<file path="src/logic/sbs_pkg.sv">
package sbs_pkg;
	// command codes decoded from cs/ras/cas/we
	typedef enum logic [2:0] {
		SBS_CMD_NOP = 3'h0,
		SBS_CMD_ACT = 3'h1,
		SBS_CMD_RD = 3'h2,
		SBS_CMD_WR = 3'h3,
		SBS_CMD_BST = 3'h4,
		SBS_CMD_PRE = 3'h5,
		SBS_CMD_REF = 3'h6,
		SBS_CMD_MRS = 3'h7
	} sbs_cmd_t;
	// per-bank states
	typedef enum logic [3:0] {
		SBS_IDLE = 4'h0,
		SBS_ACTIVATING = 4'h1,
		SBS_ROW_ACTIVE = 4'h2,
		SBS_READ = 4'h3,
		SBS_WRITE = 4'h4,
		SBS_READ_AP = 4'h5,
		SBS_WRITE_AP = 4'h6,
		SBS_RECOVER_AP = 4'h7,
		SBS_PRECHARGING = 4'h8
	} sbs_bank_state_t;
	// device-wide busy states
	typedef enum logic [2:0] {
		SBS_DEV_NORMAL = 3'h0,
		SBS_DEV_REFRESH = 3'h1,
		SBS_DEV_MODE_LOAD = 3'h2,
		SBS_DEV_PRE_ALL = 3'h3,
		SBS_DEV_SR_EXIT = 3'h4,
		SBS_DEV_SELF_REFRESH = 3'h5
	} sbs_dev_state_t;
	localparam int SBS_BANKS = 4;
	localparam int SBS_BANK_W = 2;
	localparam int SBS_CNT_W = 8;
	localparam int SBS_AUTOCLOSE_BIT = 10;
	localparam int SBS_ADDR_W = 11;
	localparam int SBS_CLK_MHZ = 20;
	// default delays in ns
	localparam int SBS_PRECHARGE_NS = 20;
	localparam int SBS_ROW_TO_COL_NS = 20;
	localparam int SBS_WRITE_RECOVERY_NS = 15;
	localparam int SBS_MODE_LOAD_NS = 15;
	localparam int SBS_REFRESH_NS = 70;
	localparam int SBS_SR_EXIT_NS = 80;
	// least time in cycles, rounded up, at least one
	function automatic logic [7:0] sbs_cycles(input int ns);
		int c;
		c = (ns * SBS_CLK_MHZ + 999) / 1000;
		if (c < 1) begin
			c = 1;
		end
		return c[7:0];
	endfunction
	localparam logic [7:0] SBS_ONE = 8'h01;
	localparam logic [7:0] SBS_ZERO = 8'h00;
	localparam logic [7:0] SBS_LAT_MAX = 8'h03;
	localparam logic [7:0] SBS_BURST_MAX = 8'hff;
endpackage

</file>
<file path="src/logic/sbs_cmd_decode.sv">
`timescale 1ns/1ps
`default_nettype none
// registers the command pins and decodes one command
module sbs_cmd_decode (
	input wire logic sys_clk_in,
	input wire logic reset_in,
	input wire logic cs_n_in,
	input wire logic ras_n_in,
	input wire logic cas_n_in,
	input wire logic we_n_in,
	input wire logic cke_in,
	output var sbs_pkg::sbs_cmd_t cmd_out,
	output logic cke_prev_out
);
	typedef struct packed {
		sbs_pkg::sbs_cmd_t cmd;
		logic cke_prev;
	} sbs_dec_state_t;
	sbs_dec_state_t st, next_st;
	// encoding of cs ras cas we
	function automatic sbs_pkg::sbs_cmd_t sbs_decode(input logic [3:0] p);
		unique case (p)
			4'h3: return sbs_pkg::SBS_CMD_ACT;
			4'h5: return sbs_pkg::SBS_CMD_RD;
			4'h4: return sbs_pkg::SBS_CMD_WR;
			4'h6: return sbs_pkg::SBS_CMD_BST;
			4'h2: return sbs_pkg::SBS_CMD_PRE;
			4'h1: return sbs_pkg::SBS_CMD_REF;
			4'h0: return sbs_pkg::SBS_CMD_MRS;
			default: return sbs_pkg::SBS_CMD_NOP;
		endcase
	endfunction
	// next decode
	always_comb begin
		next_st.cke_prev = cke_in;
		if (cs_n_in) begin
			next_st.cmd = sbs_pkg::SBS_CMD_NOP;
		end else begin
			next_st.cmd = sbs_decode({1'b0, ras_n_in, cas_n_in, we_n_in});
		end
	end
	always_ff @(posedge sys_clk_in) begin
		if (reset_in) begin
			st <= '{cmd: sbs_pkg::SBS_CMD_NOP, cke_prev: 1'b0};
		end else begin
			st <= next_st;
		end
	end
	assign cmd_out = st.cmd;
	assign cke_prev_out = st.cke_prev;
endmodule
`default_nettype wire

</file>
<file path="src/logic/sbs_bank_counter.sv">
`timescale 1ns/1ps
`default_nettype none
// loadable down counter, done when zero
module sbs_bank_counter #(
	parameter int CNT_W = 8
) (
	input wire logic sys_clk_in,
	input wire logic reset_in,
	input wire logic load_in,
	input wire logic [CNT_W-1:0] value_in,
	output logic [CNT_W-1:0] count_out,
	output logic done_out
);
	typedef struct packed {
		logic [CNT_W-1:0] count;
	} sbs_cnt_state_t;
	sbs_cnt_state_t st, next_st;
	// load wins over counting
	always_comb begin
		next_st = st;
		if (load_in) begin
			next_st.count = value_in;
		end else if (st.count != '0) begin
			next_st.count = st.count - 1'b1;
		end
	end
	always_ff @(posedge sys_clk_in) begin
		if (reset_in) begin
			st <= '0;
		end else begin
			st <= next_st;
		end
	end
	assign count_out = st.count;
	assign done_out = (st.count == '0);
endmodule
`default_nettype wire

</file>
<file path="src/logic/sbs_bank_tracker.sv">
`timescale 1ns/1ps
`default_nettype none
// Notes on behaviour
// - commands count only with clock enable high now and before, after exit wait; refresh needs it high only before
// - bank is idle only once precharge period is over
// - row active once row-to-column delay is over and no burst runs
// - read or write state lasts from burst start until it ends or is cut
// - activating starts on activate, becomes row active after row-to-column delay
// - auto-precharge burst keeps bank busy until precharge after burst ends
// - mode load lasts mode-load delay, then all banks idle
// - burst terminate stops the most recent burst in any bank
// - precharge to idle bank changes nothing
// - auto-precharge burst cut by other bank burst starts its own precharge
// - activate or precharge to other bank leaves running burst alone
// - read to other bank cuts plain read one read latency later
// - write to other bank ends plain read at once; mask one clock before
// - write cutting auto-precharge read starts its precharge at once
// - read cutting auto-precharge read starts its precharge at once
// - read to other bank ends a write at registration
// - cut auto-precharge write precharges after write recovery from the cut
module sbs_bank_tracker #(
	parameter int BURST_LEN = 4,
	parameter int READ_LATENCY = 2,
	parameter logic [7:0] PRECHARGE_CYC = sbs_pkg::sbs_cycles(sbs_pkg::SBS_PRECHARGE_NS),
	parameter logic [7:0] ROW_TO_COL_CYC = sbs_pkg::sbs_cycles(sbs_pkg::SBS_ROW_TO_COL_NS),
	parameter logic [7:0] WRITE_RECOVERY_CYC =
		sbs_pkg::sbs_cycles(sbs_pkg::SBS_WRITE_RECOVERY_NS),
	parameter logic [7:0] MODE_LOAD_CYC = sbs_pkg::sbs_cycles(sbs_pkg::SBS_MODE_LOAD_NS),
	parameter logic [7:0] REFRESH_CYC = sbs_pkg::sbs_cycles(sbs_pkg::SBS_REFRESH_NS),
	parameter logic [7:0] SR_EXIT_CYC = sbs_pkg::sbs_cycles(sbs_pkg::SBS_SR_EXIT_NS)
) (
	input wire logic sys_clk_in,
	input wire logic reset_in,
	input wire logic cke_in,
	input wire logic cs_n_in,
	input wire logic ras_n_in,
	input wire logic cas_n_in,
	input wire logic we_n_in,
	input wire logic [sbs_pkg::SBS_BANK_W-1:0] bank_select_bits_in,
	input wire logic autoclose_addr_bit_in,
	output logic [sbs_pkg::SBS_BANKS-1:0] bank_idle_out,
	output logic [sbs_pkg::SBS_BANKS-1:0] bank_row_active_out,
	output logic [sbs_pkg::SBS_BANKS-1:0] bank_bursting_out,
	output logic all_idle_out,
	output logic device_busy_out,
	output logic [sbs_pkg::SBS_BANK_W-1:0] last_burst_bank_out
);
	localparam int NB = sbs_pkg::SBS_BANKS;
	localparam logic [7:0] BURST_CYC = 8'(BURST_LEN);
	localparam logic [7:0] LAT_CYC = 8'(READ_LATENCY);
	typedef struct packed {
		sbs_pkg::sbs_bank_state_t [NB-1:0] bank;
		logic [NB-1:0][7:0] burst_left;
		logic [NB-1:0][7:0] cut_left;
		sbs_pkg::sbs_dev_state_t dev;
		logic [sbs_pkg::SBS_BANK_W-1:0] last_bank;
		logic last_valid;
		logic [NB-1:0] idle_q;
		logic [NB-1:0] active_q;
		logic [NB-1:0] burst_q;
		logic all_idle_q;
		logic busy_q;
	} sbs_trk_state_t;
	sbs_trk_state_t st, next_st;
	sbs_pkg::sbs_cmd_t cmd;
	logic cke_prev;
	logic [sbs_pkg::SBS_BANK_W-1:0] bank_q;
	logic ap_q;
	logic [NB-1:0] cnt_load;
	logic [NB-1:0][7:0] cnt_value;
	logic [NB-1:0] cnt_done;
	logic dev_load;
	logic [7:0] dev_value;
	logic dev_done;
	logic cke_old;
	logic cmd_valid;
	// command decode stage
	sbs_cmd_decode u_dec (
		.sys_clk_in(sys_clk_in),
		.reset_in(reset_in),
		.cs_n_in(cs_n_in),
		.ras_n_in(ras_n_in),
		.cas_n_in(cas_n_in),
		.we_n_in(we_n_in),
		.cke_in(cke_in),
		.cmd_out(cmd),
		.cke_prev_out(cke_prev)
	);
	// address fields and earlier clock enable aligned with decoded command
	always_ff @(posedge sys_clk_in) begin
		if (reset_in) begin
			bank_q <= '0;
			ap_q <= 1'b0;
			cke_old <= 1'b0;
		end else begin
			bank_q <= bank_select_bits_in;
			ap_q <= autoclose_addr_bit_in;
			cke_old <= cke_prev;
		end
	end
	genvar g;
	generate
		for (g = 0; g < NB; g++) begin : g_cnt
			sbs_bank_counter #(.CNT_W(sbs_pkg::SBS_CNT_W)) u_cnt (
				.sys_clk_in(sys_clk_in),
				.reset_in(reset_in),
				.load_in(cnt_load[g]),
				.value_in(cnt_value[g]),
				.count_out(),
				.done_out(cnt_done[g])
			);
		end
	endgenerate
	// device-wide interval counter
	sbs_bank_counter #(.CNT_W(sbs_pkg::SBS_CNT_W)) u_dev_cnt (
		.sys_clk_in(sys_clk_in),
		.reset_in(reset_in),
		.load_in(dev_load),
		.value_in(dev_value),
		.count_out(),
		.done_out(dev_done)
	);
	// loads a countdown; one cycle is consumed by the loading edge
	function automatic logic [7:0] sbs_len(input logic [7:0] c);
		return (c > sbs_pkg::SBS_ONE) ? c - sbs_pkg::SBS_ONE : sbs_pkg::SBS_ZERO;
	endfunction
	function automatic logic sbs_is_burst(input sbs_pkg::sbs_bank_state_t s);
		return s inside {sbs_pkg::SBS_READ, sbs_pkg::SBS_WRITE,
			sbs_pkg::SBS_READ_AP, sbs_pkg::SBS_WRITE_AP};
	endfunction
	// command qualified by clock enable and device state
	// clock enable at the edge before the command and at the command edge
	assign cmd_valid = cke_old && cke_prev && (st.dev == sbs_pkg::SBS_DEV_NORMAL);
	// next-state logic
	always_comb begin
		logic is_burst_cmd;
		logic all_idle_n;
		is_burst_cmd = cmd_valid && (cmd == sbs_pkg::SBS_CMD_RD || cmd == sbs_pkg::SBS_CMD_WR);
		all_idle_n = 1'b1;
		next_st = st;
		cnt_load = '0;
		cnt_value = '0;
		dev_load = 1'b0;
		dev_value = '0;
		for (int b = 0; b < NB; b++) begin
			// burst length countdown; the pending cut counts down in the row active, read and write case
			if (next_st.burst_left[b] != sbs_pkg::SBS_ZERO) begin
				next_st.burst_left[b] = next_st.burst_left[b] - sbs_pkg::SBS_ONE;
			end
			unique case (st.bank[b])
				sbs_pkg::SBS_IDLE: begin
					if (cmd_valid && cmd == sbs_pkg::SBS_CMD_ACT && bank_q == b[1:0]) begin
						next_st.bank[b] = sbs_pkg::SBS_ACTIVATING;
						cnt_load[b] = 1'b1;
						cnt_value[b] = sbs_len(ROW_TO_COL_CYC);
					end
				end
				sbs_pkg::SBS_ACTIVATING: begin
					if (cnt_done[b]) begin
						next_st.bank[b] = sbs_pkg::SBS_ROW_ACTIVE;
					end
				end
				sbs_pkg::SBS_ROW_ACTIVE, sbs_pkg::SBS_READ, sbs_pkg::SBS_WRITE: begin
					if (st.bank[b] != sbs_pkg::SBS_ROW_ACTIVE &&
							st.burst_left[b] == sbs_pkg::SBS_ONE) begin
						next_st.bank[b] = sbs_pkg::SBS_ROW_ACTIVE;
					end
					// pending read cut lands after latency
					if (st.cut_left[b] == sbs_pkg::SBS_ONE) begin
						next_st.bank[b] = sbs_pkg::SBS_ROW_ACTIVE;
						next_st.burst_left[b] = sbs_pkg::SBS_ZERO;
					end
					if (st.cut_left[b] != sbs_pkg::SBS_ZERO) begin
						next_st.cut_left[b] = st.cut_left[b] - sbs_pkg::SBS_ONE;
					end
					if (cmd_valid && bank_q == b[1:0] &&
							(cmd == sbs_pkg::SBS_CMD_RD || cmd == sbs_pkg::SBS_CMD_WR)) begin
						if (cmd == sbs_pkg::SBS_CMD_RD) begin
							next_st.bank[b] = ap_q ? sbs_pkg::SBS_READ_AP : sbs_pkg::SBS_READ;
						end else begin
							next_st.bank[b] = ap_q ? sbs_pkg::SBS_WRITE_AP : sbs_pkg::SBS_WRITE;
						end
						next_st.burst_left[b] = BURST_CYC;
						next_st.cut_left[b] = sbs_pkg::SBS_ZERO;
					end else if (is_burst_cmd && bank_q != b[1:0]) begin
						if (st.bank[b] == sbs_pkg::SBS_WRITE ||
								(st.bank[b] == sbs_pkg::SBS_READ &&
								cmd == sbs_pkg::SBS_CMD_WR)) begin
							next_st.bank[b] = sbs_pkg::SBS_ROW_ACTIVE;
							next_st.burst_left[b] = sbs_pkg::SBS_ZERO;
						end else if (st.bank[b] == sbs_pkg::SBS_READ) begin
							next_st.cut_left[b] = LAT_CYC;
						end
					end else if (cmd_valid && cmd == sbs_pkg::SBS_CMD_BST &&
							st.last_valid && st.last_bank == b[1:0] &&
							sbs_is_burst(st.bank[b])) begin
						next_st.bank[b] = sbs_pkg::SBS_ROW_ACTIVE;
						next_st.burst_left[b] = sbs_pkg::SBS_ZERO;
					end else if (cmd_valid && cmd == sbs_pkg::SBS_CMD_PRE &&
							(ap_q || bank_q == b[1:0])) begin
						next_st.bank[b] = sbs_pkg::SBS_PRECHARGING;
						next_st.burst_left[b] = sbs_pkg::SBS_ZERO;
						cnt_load[b] = 1'b1;
						cnt_value[b] = sbs_len(PRECHARGE_CYC);
					end
				end
				sbs_pkg::SBS_READ_AP, sbs_pkg::SBS_WRITE_AP: begin
					if (is_burst_cmd && bank_q != b[1:0]) begin
						next_st.burst_left[b] = sbs_pkg::SBS_ZERO;
						cnt_load[b] = 1'b1;
						if (st.bank[b] == sbs_pkg::SBS_WRITE_AP) begin
							next_st.bank[b] = sbs_pkg::SBS_RECOVER_AP;
							cnt_value[b] = sbs_len(WRITE_RECOVERY_CYC);
						end else begin
							next_st.bank[b] = sbs_pkg::SBS_PRECHARGING;
							cnt_value[b] = sbs_len(PRECHARGE_CYC);
						end
					end else if (st.burst_left[b] == sbs_pkg::SBS_ONE ||
							(cmd_valid && cmd == sbs_pkg::SBS_CMD_BST &&
							st.last_bank == b[1:0])) begin
						next_st.burst_left[b] = sbs_pkg::SBS_ZERO;
						cnt_load[b] = 1'b1;
						if (st.bank[b] == sbs_pkg::SBS_WRITE_AP) begin
							next_st.bank[b] = sbs_pkg::SBS_RECOVER_AP;
							cnt_value[b] = sbs_len(WRITE_RECOVERY_CYC);
						end else begin
							next_st.bank[b] = sbs_pkg::SBS_PRECHARGING;
							cnt_value[b] = sbs_len(PRECHARGE_CYC);
						end
					end
				end
				sbs_pkg::SBS_RECOVER_AP: begin
					// write recovery over, precharge begins
					if (cnt_done[b]) begin
						next_st.bank[b] = sbs_pkg::SBS_PRECHARGING;
						cnt_load[b] = 1'b1;
						cnt_value[b] = sbs_len(PRECHARGE_CYC);
					end
				end
				sbs_pkg::SBS_PRECHARGING: begin
					if (cnt_done[b]) begin
						next_st.bank[b] = sbs_pkg::SBS_IDLE;
					end
				end
				default: begin
					next_st.bank[b] = sbs_pkg::SBS_IDLE;
				end
			endcase
			// precharge to idle bank is a no-op by falling through
		end
		// most recent burst for terminate
		if (is_burst_cmd) begin
			next_st.last_bank = bank_q;
			next_st.last_valid = 1'b1;
		end
		// device-wide states
		for (int b = 0; b < NB; b++) begin
			all_idle_n = all_idle_n && (st.bank[b] == sbs_pkg::SBS_IDLE);
		end
		unique case (st.dev)
			sbs_pkg::SBS_DEV_NORMAL: begin
				if (cke_old && cmd == sbs_pkg::SBS_CMD_REF && all_idle_n) begin
					dev_load = 1'b1;
					// refresh with clock enable low enters self refresh
					if (!cke_prev) begin
						next_st.dev = sbs_pkg::SBS_DEV_SELF_REFRESH;
					end else begin
						next_st.dev = sbs_pkg::SBS_DEV_REFRESH;
						dev_value = sbs_len(REFRESH_CYC);
					end
				end else if (cmd_valid && cmd == sbs_pkg::SBS_CMD_MRS && all_idle_n) begin
					next_st.dev = sbs_pkg::SBS_DEV_MODE_LOAD;
					dev_load = 1'b1;
					dev_value = sbs_len(MODE_LOAD_CYC);
				end else if (cmd_valid && cmd == sbs_pkg::SBS_CMD_PRE && ap_q) begin
					next_st.dev = sbs_pkg::SBS_DEV_PRE_ALL;
					dev_load = 1'b1;
					dev_value = sbs_len(PRECHARGE_CYC);
				end
			end
			sbs_pkg::SBS_DEV_SELF_REFRESH: begin
				if (cke_in) begin
					next_st.dev = sbs_pkg::SBS_DEV_SR_EXIT;
					dev_load = 1'b1;
					dev_value = sbs_len(SR_EXIT_CYC);
				end
			end
			sbs_pkg::SBS_DEV_REFRESH, sbs_pkg::SBS_DEV_MODE_LOAD,
			sbs_pkg::SBS_DEV_PRE_ALL, sbs_pkg::SBS_DEV_SR_EXIT: begin
				if (dev_done) begin
					next_st.dev = sbs_pkg::SBS_DEV_NORMAL;
				end
			end
			default: begin
				next_st.dev = sbs_pkg::SBS_DEV_NORMAL;
			end
		endcase
		// registered status outputs
		for (int b = 0; b < NB; b++) begin
			next_st.idle_q[b] = (next_st.bank[b] == sbs_pkg::SBS_IDLE);
			next_st.active_q[b] = (next_st.bank[b] == sbs_pkg::SBS_ROW_ACTIVE);
			next_st.burst_q[b] = sbs_is_burst(next_st.bank[b]);
		end
		next_st.all_idle_q = &next_st.idle_q;
		next_st.busy_q = (next_st.dev != sbs_pkg::SBS_DEV_NORMAL);
	end
	always_ff @(posedge sys_clk_in) begin
		if (reset_in) begin
			st <= '0;
			st.idle_q <= '1;
			st.all_idle_q <= 1'b1;
		end else begin
			st <= next_st;
		end
	end
	assign bank_idle_out = st.idle_q;
	assign bank_row_active_out = st.active_q;
	assign bank_bursting_out = st.burst_q;
	assign all_idle_out = st.all_idle_q;
	assign device_busy_out = st.busy_q;
	assign last_burst_bank_out = st.last_bank;

	logic is_burst_cmd_c;
	assign is_burst_cmd_c = cmd_valid && (cmd == sbs_pkg::SBS_CMD_RD || cmd == sbs_pkg::SBS_CMD_WR);
endmodule
`default_nettype wire

</file>
<file path="config.mk">
export PLATFORM = sky130hd
export DESIGN_NAME = sbs_bank_tracker
export DESIGN_NICKNAME = d
export VERILOG_FILES = /design/src/logic/sbs_pkg.sv /design/src/logic/sbs_cmd_decode.sv /design/src/logic/sbs_bank_counter.sv /design/src/logic/sbs_bank_tracker.sv
export SDC_FILE = /design/constraint.sdc
export NUM_CORES = 1
export LEC_CHECK = 0
export BUFFER_PORTS_ARGS = -buffer_cell sky130_fd_sc_hd__buf_2
export CORE_ASPECT_RATIO = 1.1
export CORE_UTILIZATION = 57
export CTS_CLUSTER_SIZE = 12
export DETAILED_ROUTE_END_ITERATION = 6
export PLACE_DENSITY = 0.82
export SKIP_LAST_GASP = 1
export SYNTH_ARGS = -nofsm -noshare
export SYNTH_HDL_FRONTEND = slang
export SYNTH_HIERARCHICAL = 1
export SYNTH_SLANG_ARGS = --single-unit
</file>
<file path="constraint.sdc">
create_clock -name sys_clk_in -period 2.5 [get_ports sys_clk_in]
set_clock_uncertainty 0.05 [all_clocks]
set_input_delay 0.5 -clock sys_clk_in [delete_from_list [all_inputs] [get_ports sys_clk_in]]
set_output_delay 0.5 -clock sys_clk_in [all_outputs]
set_load 0.05 [all_outputs]
</file>
==> flow_metrics.tcl, run 1 <==
set metrics [dict create \
    outcome "complete, no violations" \
    crit_type "reg -> reg" \
    rows 48 \
    crit_family "compound AO/OA/AOI/OAI gates" \
    antenna_left 0 \
    cp_max_fo 8 \
    cts-root-buf "clkbuf_16" \
    grtUsageTotal 0.279 \
    synth_edf_count 0 \
    slew_viol_final 0 \
    place_hpwl_um 16300 \
    die_y_um 136 \
    critPathCapture "all_idle_out" \
    antenna_found_initial 0 \
    drt-wirelength-per-cell_um 16.0 \
    cts_buffer_depth 2 \
    clk_latency_ps 440 \
    rr_worst_depth 9 \
    power.ir.vdd_worst_mv 0.675 \
    period_share 0.994 \
    synthesis.area_um2 9350 \
    yosysMostFrequentCell "dfxtp_1" \
    synthCells 1155 \
    dr.pass1.iters 6 \
    seqCellArea_um2 2990 \
    antennaDiodeCount 0 \
    io_pins 26 \
    synth_top_cell_area_share 0.317 \
    start_util 0.589 \
    endpoint_kind "flop" \
    leakage_uw 0.00468 \
    rsz0062_at_grt "true" \
    grt_pass1_wl_um 38000 \
    gp_congestion 0.966 \
    vias 9205 \
    design_area_um2 11600 \
    startpoint "u_dec/cke_prev_out" \
    finalSetupViolCount 0 \
    io_buffers 25 \
    startpoint_type "flop" \
    placed_cell_area_um2 10400 \
    reg2reg_slack_ps 20 \
    final_core_util 0.729 \
    ys_ff_latch 148 \
    slew_headroom 0.593 \
    fin_total_pwr_uw 10100 \
    layout-drive-gt1-share 0.240 \
    synth_area_per_cell_um2 8.09 \
    yosys-top-cells-area "dfxtp_1 32%, nor2_1 5.1%, nand2_1 4.4%, ha_1 3.9%, xnor2_1 3.3%" \
    fill_cells 1169 \
    grt_pass1_vias 8351 \
    synth_cell_types 95 \
    grt_max_degree 73 \
    cts_tree "built" \
    die-width_um 124 \
    grt_overflow 0 \
    vias_per_cell 6.04 \
    nNetsFinal 1351 \
    critPathSlowestCell "dfxtp_2" \
    p_per_area_nw_per_um2 872 \
    numClockSinks 148 \
    synth_largest_area_cell "dfxtp_1" \
    drt_iter0_markers 815 \
    max_cap_viol_count 0 \
    crit-reg2reg-capture "all_idle_out" \
    wl_um 24400 \
    max_stage_delay_ps 360 \
    min_path_type "in -> reg" \
    cp_num_buf_inv 2 \
    synth_top_cells_by_count "148 x dfxtp_1, 126 x nor2_1, 110 x nand2_1" \
    yosys_warnings 6 \
    pre_cts_ws_ps -167 \
    rr_startpoint "u_dec/cke_prev_out" \
    fmax_mhz 403 \
    min_period_ps 2480 \
    multi_input_area_um2 6330 \
    hold_viol_final 0 \
    worst_slew_pin_slew_ps 605 \
    async_flop_share 0 \
    htree_levels 4 \
    worst_slack_ps 16.1 \
    synth_seq_area_share 0.317 \
    crit_arrival_ps 2820 \
    core-area_um2 15900 \
    synth_flop_cell "dfxtp_1" \
    drc 0 \
    syn_to_final_growth_pct 23.8 \
    clk_pin_slew_ps 60 \
    cp.depth 9 \
    required_ps 2830 \
    cts-buffers-inserted 17 \
    hold_buffers 0 \
    dieArea_um2 16900 \
    path_cells "nor4bb_4 > buf_6 > buf_4 > o211ai_1 > a31oi_1 > a21boi_1 > o31ai_1 > nor3b_2 > a41o_1" \
]
cell families after synthesis:
logic type / Yosys count / share of synthesized area
compound gates: 253 / 0.200
xor+xnor: 55 / 0.0515
fa+ha+maj: 29 / 0.0388
buf+inv: 114 / 0.0578
flops: 148 / 0.317
mux: 7 / 0.00763
other cells: 1 / 0.000401
simple gates: 548 / 0.327
metrics by stage:
| step | instances | hold WS, ps | TNS [ps] |
|---|---|---|---|
| 2_1_floorplan | 1193 | 398 | -3.91 |
| 3_3_place_gp | 1471 | 414 | -147 |
| 3_5_place_dp | 1471 | 422 | -1200 |
| 4_1_cts | 1513 | 207 | -20.3 |
| 5_1_grt | 1525 | 217 | -1490 |
| 6_report | 1525 | 213 | 0 |
worst min path at each step:
stage	endpoint	depth (start not counted)	slack (ps)	from
3_3_place_gp	st[50]	1	410	st[50]
3_5_place_dp	st[43]	1	420	st[43]
6_report	u_dec/cmd_out[2]	2	210	we_n_in
5_1_grt	u_dec/cmd_out[2]	2	220	we_n_in
4_1_cts	u_dec/cmd_out[2]	2	210	we_n_in
2_1_floorplan	st[27]	1	400	st[27]
metal layers:
| metal | track usage | up-vias | routed length (um) |
|---|---|---|---|
| met1 | 0.346 | 4308 | 10300 |
| met3 | 0.0591 | 76 | 1420 |
| met5 | 0 | - | 0 |
| met2 | 0.465 | 343 | 12000 |
| met4 | 0.116 | 0 | 664 |
| li1 | - | 4478 | - |
worst reg2reg max path, cell delays in order, from the launching register on:
cell and delay (ps):
dfxtp_2 360, nor4bb_4 330, buf_6 180, buf_4 130, o211ai_1 180, a31oi_1 290
a21boi_1 150, o31ai_1 310, nor3b_2 270, a41o_1 180
registers in the layout, indices dropped and copies added, names as in the netlist:
name                   count
bank_bursting_out          4
bank_idle_out              4
st                        84
ap_q                       1
u_dev_cnt/count_out        8
all_idle_out               1
last_burst_bank_out        2
bank_row_active_out        4
u_dec/cmd_out              3
bank_q                     2
device_busy_out            1
cke_old                    1
u_dec/cke_prev_out         1
g_cnt.u_cnt/count_out     32
power breakdown:
| group | leakage (uW) | switching, uW | internal [uW] | total (uW) |
|---|---|---|---|---|
| Clock | 0.000274 | 1030 | 1520 | 2550 |
| Sequential | 0.00121 | 542 | 2880 | 3420 |
| Combinational | 0.00319 | 2070 | 2050 | 4110 |
| Total | 0.00468 | 3640 | 6440 | 10100 |
cells in the final DEF (no fill, tap or decap), types with 9 or more instances in the layout:
cell and n:
a211oi_1 12, a21oi_1 52, a311oi_1 18, and2_1 14
and3_1 9, buf_2 25, buf_4 133, clkbuf_16 17
conb_1 39, dfxtp_1 133, dfxtp_2 11, ha_1 28
inv_1 46, nand2_1 110, nand2b_1 19, nand3_1 39
nand4_1 20, nor2_1 123, nor2b_1 30, nor3_1 54
nor3b_1 13, nor4_1 14, o211ai_1 11, o21a_1 9
o21ai_0 29, o32ai_1 19, or3_1 9, xnor2_1 35
xor2_1 20
what timing repair did:
| item | in CTS | in global routing |
|---|---|---|
| pin swaps | 10 | 31 |
| buffers inserted | 9 | 12 |
| gates cloned | 1 | 0 |
| setup endpoints to repair | 32 | 68 |
| gates resized for setup | 28 | 74 |
layout make-up:
cell class | count | share of cell area
Multi-Input combinational cell | 931 | 0.547
Sequential cell | 148 | 0.259
Timing Repair Buffer | 167 | 0.107
Clock buffer | 20 | 0.0395
Tap cell | 200 | 0.0216
Inverter | 47 | 0.0153
Clock inverter | 12 | 0.0113
Note: power is estimated with default switching activity, not from simulation.
==> inputs of run 2 (changes only) <==
--- a/config.mk
+++ b/config.mk
@@ -6,7 +6,7 @@
 export NUM_CORES = 1
 export LEC_CHECK = 0
 export BUFFER_PORTS_ARGS = -buffer_cell sky130_fd_sc_hd__buf_2
-export CORE_ASPECT_RATIO = 1.1
+export CORE_ASPECT_RATIO = 1.2
 export CORE_UTILIZATION = 57
 export CTS_CLUSTER_SIZE = 12
 export DETAILED_ROUTE_END_ITERATION = 6
==> run 2 against run 1 <==
Against the previous run: the flow now finishes with violations (setup timing); die area hardly changed; hold slack better by 20 ps; core utilization is 0.44 points higher; fmax is 3.5% lower; largest power group unchanged; setup slack worse by 91 ps; largest cell class unchanged; count of clock-buffer cells in the layout stayed put; clock power hardly changed; sequential share of layout area is 0.066 points lower; flip-flop and latch count stayed put; critical path depth is 1 higher; routed wire length is 5.0% higher; critical path type unchanged; final cell count is 0.59% higher.
==> flow_metrics.tcl, run 2 (same netlist as run 1, synthesis figures left out) <==
set metrics [dict create \
    rsz0062_at_grt "true" \
    min_path_type "in -> reg" \
    swShare 0.358 \
    fin_setup_tns_ps -166 \
    start_util 0.590 \
    dp_cells 1481 \
    required_ps 2830 \
    place_hpwl_um 16800 \
    grt_overflow 0 \
    slew_viol_final 0 \
    vias 9447 \
    dr.pass1.iters 6 \
    clkPwrFrac 0.256 \
    drt-wirelength-per-cell_um 16.7 \
    grt_pass1_wl_um 39900 \
    numClockSinks 148 \
    hold_buffers 0 \
    nNetsFinal 1352 \
    die-width_um 119 \
    largest_register_ff_count 84 \
    cts-root-buf "clkbuf_16" \
    layout-drive-gt1-share 0.241 \
    wl_um 25600 \
    p_sw_uw 3570 \
    combPwrFrac 0.403 \
    core-area_um2 15800 \
    final_cell_mix "136 x buf_4, 135 x dfxtp_1, 124 x nor2_1, 108 x nand2_1, 53 x nor3_1" \
    drt_iter0_markers 1116 \
    min_period_ps 2570 \
    antenna_left 0 \
    violations "setup timing" \
    rows 50 \
    finalSetupViolCount 5 \
    period_share 1.03 \
    endpoint_kind "flop" \
    antennaDiodeCount 0 \
    worst_slew_pin_slew_ps 791 \
    p_per_area_nw_per_um2 859 \
    outcome "finished, violations left" \
    top_register "st" \
    p_seq_frac 0.341 \
    max_cap_viol_count 0 \
    whs_ps 232 \
    cp_max_fo 5 \
    startpoint_type "flop" \
    final_common_cell "buf_4" \
    dieArea_um2 16900 \
    htree_levels 4 \
    internal_power_uw 6400 \
    antenna_found_initial 0 \
    cts_buffer_depth 2 \
    grtUsageTotal 0.290 \
    final_core_util 0.734 \
    design_area_um2 11600 \
    vias_per_cell 6.16 \
    grt_pass1_vias 8571 \
    grt_max_degree 93 \
    instances_no_fill 1534 \
    io_buffers 25 \
    power.ir.vdd_worst_mv 0.735 \
    slew_headroom 0.468 \
    die_y_um 142 \
    leakage_uw 0.00467 \
    placed_cell_area_um2 10400 \
    worst_slack_ps -74.8 \
    io_pins 26 \
    cts_tree "built" \
    syn_to_final_growth_pct 24.3 \
    clk_latency_ps 440 \
    drc 0 \
    gp_congestion 0.950 \
    cts-buffers-inserted 17 \
    crit_arrival_ps 2900 \
    crit_type "reg -> reg" \
    hold_viol_final 0 \
    clk_pin_slew_ps 60 \
    fmax_mhz 388 \
]
-- run 2: changes by cell type in the layout (fill, tap and decap cells not counted), moves of 3 or more --
cell	change
o31ai_2	-3
buf_4	+3
o31ai_1	+3
dfxtp_2	-5
dfxtp_4	+3
nor3b_2	-3
-- run 2: area by class of cell --
cell class	instances	area (um^2)
inverter	47	176
timing repair buffer	168	1230
sequential	148	3000
clock inverter	12	130
tap	208	260
multi-input combinational	931	6360
fill	1136	4210
clock buffer	20	457
-- run 2: power by group through the flow --
stage / clock, uW / combinational, uW / sequential (uW)
final: 2550 / 4010 / 3400
after global routing: 2680 / 4480 / 3470
after CTS: 2580 / 3790 / 3390
after detailed placement: 0 / 3760 / 3430
after global placement: 0 / 3630 / 3400
after floorplan: 0 / 2990 / 3350
-- run 2: final timing paths --
kind,startpoint,end,slack (ps),cells past startpoint
max,u_dec/cke_prev_out,all_idle_out,-70,10
min reg2reg,st[50],st[50],440,1
max reg2reg,u_dec/cke_prev_out,all_idle_out,-70,10
min,ras_n_in,u_dec/cmd_out[0],230,2
-- run 2: what timing repair did --
item | in CTS | in global routing
endpoints found under the setup margin | 32 | 82
pin swaps | 3 | 40
gates resized for setup | 14 | 97
gates cloned | 1 | 1
buffers inserted | 6 | 15
-- run 2: layer usage --
metal | up-vias | GRT usage | wire length [um]
li1 | 4474 | - | -
met1 | 4447 | 0.349 | 10600
met2 | 416 | 0.494 | 12400
met3 | 110 | 0.0557 | 1540
met4 | 0 | 0.148 | 1050
met5 | - | 0 | 0
-- run 2: metrics by stage --
step | setup WS (ps) | power [uW]
6_report | -74.8 | 9970
5_1_grt | -134 | 10600
4_1_cts | -17.9 | 9760
3_5_place_dp | -383 | 7180
3_3_place_gp | -336 | 7040
2_1_floorplan | -3.91 | 6340
-- run 2: critical path, stage by stage, from the launching register on --
cell	delay (ps)
dfxtp_4	380
nor4bb_4	340
buf_6	160
buf_4	110
o211ai_1	210
nand2_1	200
nor3_1	90
nor4_4	340
nand2_2	140
nor3_4	290
a41o_1	190
==> inputs of run 3 (changes only) <==
--- a/config.mk
+++ b/config.mk
@@ -14,5 +14,4 @@
 export SKIP_LAST_GASP = 1
 export SYNTH_ARGS = -nofsm -noshare
 export SYNTH_HDL_FRONTEND = slang
-export SYNTH_HIERARCHICAL = 1
 export SYNTH_SLANG_ARGS = --single-unit
==> run 3 against run 2 <==
Against the previous run: the flow still finishes with violations (setup timing); count of clock-buffer cells in the layout decreased by 1; first-iteration DRC count decreased by 37%; global-route usage increased by 1.9 points; die area decreased by 4.8%; total power decreased by 17%; setup slack got worse by 40 ps; clock power increased by 6%; routed wire length decreased by 3.0%; core utilization increased by 0.42 points; critical path depth decreased by 2.
==> flow_metrics.tcl, run 3 <==
set metrics [dict create \
    start_util 0.589 \
    dieArea_um2 16100 \
    antenna_left 0 \
    synth_cell_types 88 \
    max_cap_viol_count 0 \
    vias_per_cell 6.19 \
    rows 49 \
    p_per_area_nw_per_um2 747 \
    crit_type "reg -> reg" \
    drt-wirelength-per-cell_um 16.9 \
    fin_total_pwr_uw 8310 \
    dp_cells 1423 \
    endpoint_kind "flop" \
    antenna_found_initial 0 \
    wl_um 24800 \
    final_cell_mix "159 x buf_4, 145 x nor2_1, 134 x dfxtp_1, 77 x nand2_1, 58 x a21oi_1" \
    layout-drive-gt1-share 0.249 \
    synth_largest_area_cell "dfxtp_1" \
    crit_arrival_ps 2910 \
    crit-reg2reg-capture "all_idle_out" \
    grt_pass1_wl_um 40100 \
    p_seq_frac 0.356 \
    cts_tree "built" \
    combPwrFrac 0.320 \
    die_y_um 139 \
    leakage_uw 0.00474 \
    synth_edf_count 0 \
    gp_congestion 0.977 \
    grt_overflow 0 \
    top_register "st" \
    yosys-top-cells-area "dfxtp_1 33%, nor2_1 6.2%, ha_1 4.5%, xnor2_1 3.5%, nand2_1 3.4%" \
    antennaDiodeCount 0 \
    hold_path_depth 2 \
    finalSetupViolCount 2 \
    synthesis.area_um2 8890 \
    dr.pass1.iters 7 \
    min_path_type "in -> reg" \
    yosysMostFrequentCell "dfxtp_1" \
    fill_cells 1122 \
    design_area_um2 11100 \
    startpoint_type "flop" \
    nNetsFinal 1292 \
    io_buffers 25 \
    cp_max_fo 4 \
    placed_cell_area_um2 10100 \
    synth_flop_cell "dfxtp_1" \
    slew_viol_final 0 \
    worst_slew_pin_slew_ps 827 \
    internal_power_uw 5600 \
    hold_viol_final 0 \
    power.ir.vdd_worst_mv 0.603 \
    syn_to_final_growth_pct 25.2 \
    grt_pass1_vias 8723 \
    die-width_um 116 \
    drt_iter0_markers 698 \
    synth_area_per_cell_um2 8.03 \
    required_ps 2790 \
    violations "setup timing" \
    synth_fp_nets 1149 \
    outcome "finished, violations left" \
    synth_top_cells_by_count "148 x dfxtp_1, 146 x nor2_1, 81 x nand2_1" \
    reg2reg_slack_ps -110 \
    rr_startpoint "cke_old" \
    holdPathEnd "u_dec.cmd_out[1]" \
    whs_ps 195 \
    numClockSinks 148 \
    worstHoldStart "cs_n_in" \
    final_common_cell "buf_4" \
    core-area_um2 15100 \
    min_period_ps 2610 \
    fin_setup_tns_ps -120 \
    grtUsageTotal 0.309 \
    multi_input_area_um2 5760 \
    largest_register_ff_count 84 \
    async_flop_share 0 \
    place_hpwl_um 17200 \
    synth_seq_area_share 0.333 \
    grt_max_degree 32 \
    clkPwrFrac 0.325 \
    instances_no_fill 1467 \
    fmax_mhz 382 \
    htree_levels 4 \
    rr_worst_depth 8 \
    clk_latency_ps 430 \
    vias 9075 \
    cts-buffers-inserted 17 \
    rsz0062_at_grt "true" \
    synth_top_cell_area_share 0.333 \
    io_pins 26 \
    period_share 1.05 \
    p_sw_uw 2710 \
    yosys_warnings 0 \
    swShare 0.326 \
    seqCellArea_um2 2990 \
    worst_slack_ps -115 \
    cts-root-buf "clkbuf_16" \
    clk_pin_slew_ps 60 \
    slew_headroom 0.434 \
    drc 0 \
    synthCells 1107 \
    cts_buffer_depth 2 \
    ys_ff_latch 148 \
]
run 3: cell types whose count changed in the layout (fill, tap and decap cells not counted), moves of 9 or more:
cell / before / now
nor2_1: 124 / 145
conb_1: 39 / 0
nor2b_1: 30 / 16
nand2_1: 108 / 77
o32ai_1: 17 / 0
a21o_1: 4 / 13
a311oi_1: 17 / 6
buf_4: 136 / 159
run 3: worst max-delay path, cell delays in order (launching register included):
cell and delay [ps]:
dfxtp_1 420, and4b_1 360, nand2_4 100, buf_4 170, o41ai_4 390, nor4_4 80
a211o_1 300, or4_4 460, o41ai_2 200
run 3: worst max-delay path by stage:
stage / start / endpoint / slack [ps]
floorplan: g_cnt[3].u_cnt.count_out[0] / all_idle_out / 20
global placement: st[18] / all_idle_out / -80
detailed placement: st[18] / all_idle_out / -140
CTS: st[61] / all_idle_out / -60
global route: st[18] / all_idle_out / -190
finish: cke_old / all_idle_out / -110
run 3: cell type report:
cell class,instances,area share
clock buffers,19,0.0407
clock inverters,13,0.0155
inverters,44,0.0148
multi-input cells,854,0.517
flip-flops and latches,148,0.268
well taps,204,0.0229
repair buffers,185,0.120
run 3: cell families (layout without fill, tap and decap cells):
family | count (synthesis) | in the layout | synth area share
flip-flops | 148 | 148 | 0.333
AND/OR/NAND/NOR | 514 | 514 | 0.309
buffers and inverters | 105 | 261 | 0.0546
AO/OA/AOI/OAI | 246 | 246 | 0.196
XOR/XNOR | 58 | 58 | 0.0572
multiplexers | 4 | 4 | 0.00479
adder cells (fa/ha/maj) | 32 | 32 | 0.0451
run 3: power groups by stage:
stage / combinational, uW / clock [uW] / sequential (uW)
after floorplan: 1800 / 0 / 2960
after global placement: 2420 / 0 / 2980
after detailed placement: 2520 / 0 / 2990
after CTS: 2580 / 2720 / 2950
after global routing: 2990 / 2820 / 2990
final: 2660 / 2700 / 2960
run 3: what timing repair did:
action / in CTS / in global routing
setup endpoints to repair: 24 / 70
gates resized for setup: 16 / 57
hold buffers: 0 / 0
buffers inserted: 2 / 11
pin swaps: 5 / 16
run 3: metal layers:
metal  global-route usage  wire (um)  up-vias  share of wire
met2                0.524      12200      388           0.49
li1                     -          -     4304              -
met5                    0          0        -              0
met3               0.0498       1440      108          0.058
met4                0.176       1080        0          0.043
met1                0.364      10000     4275           0.40
run 3: stage by stage:
| stage | worst slack [ps] | utilization |
|---|---|---|
| floorplan | 20.1 | - |
| global placement | -82.5 | 0.670 |
| detailed placement | -138 | 0.670 |
| CTS | -55.7 | 0.716 |
| global route | -187 | 0.738 |
| finish | -115 | 0.738 |
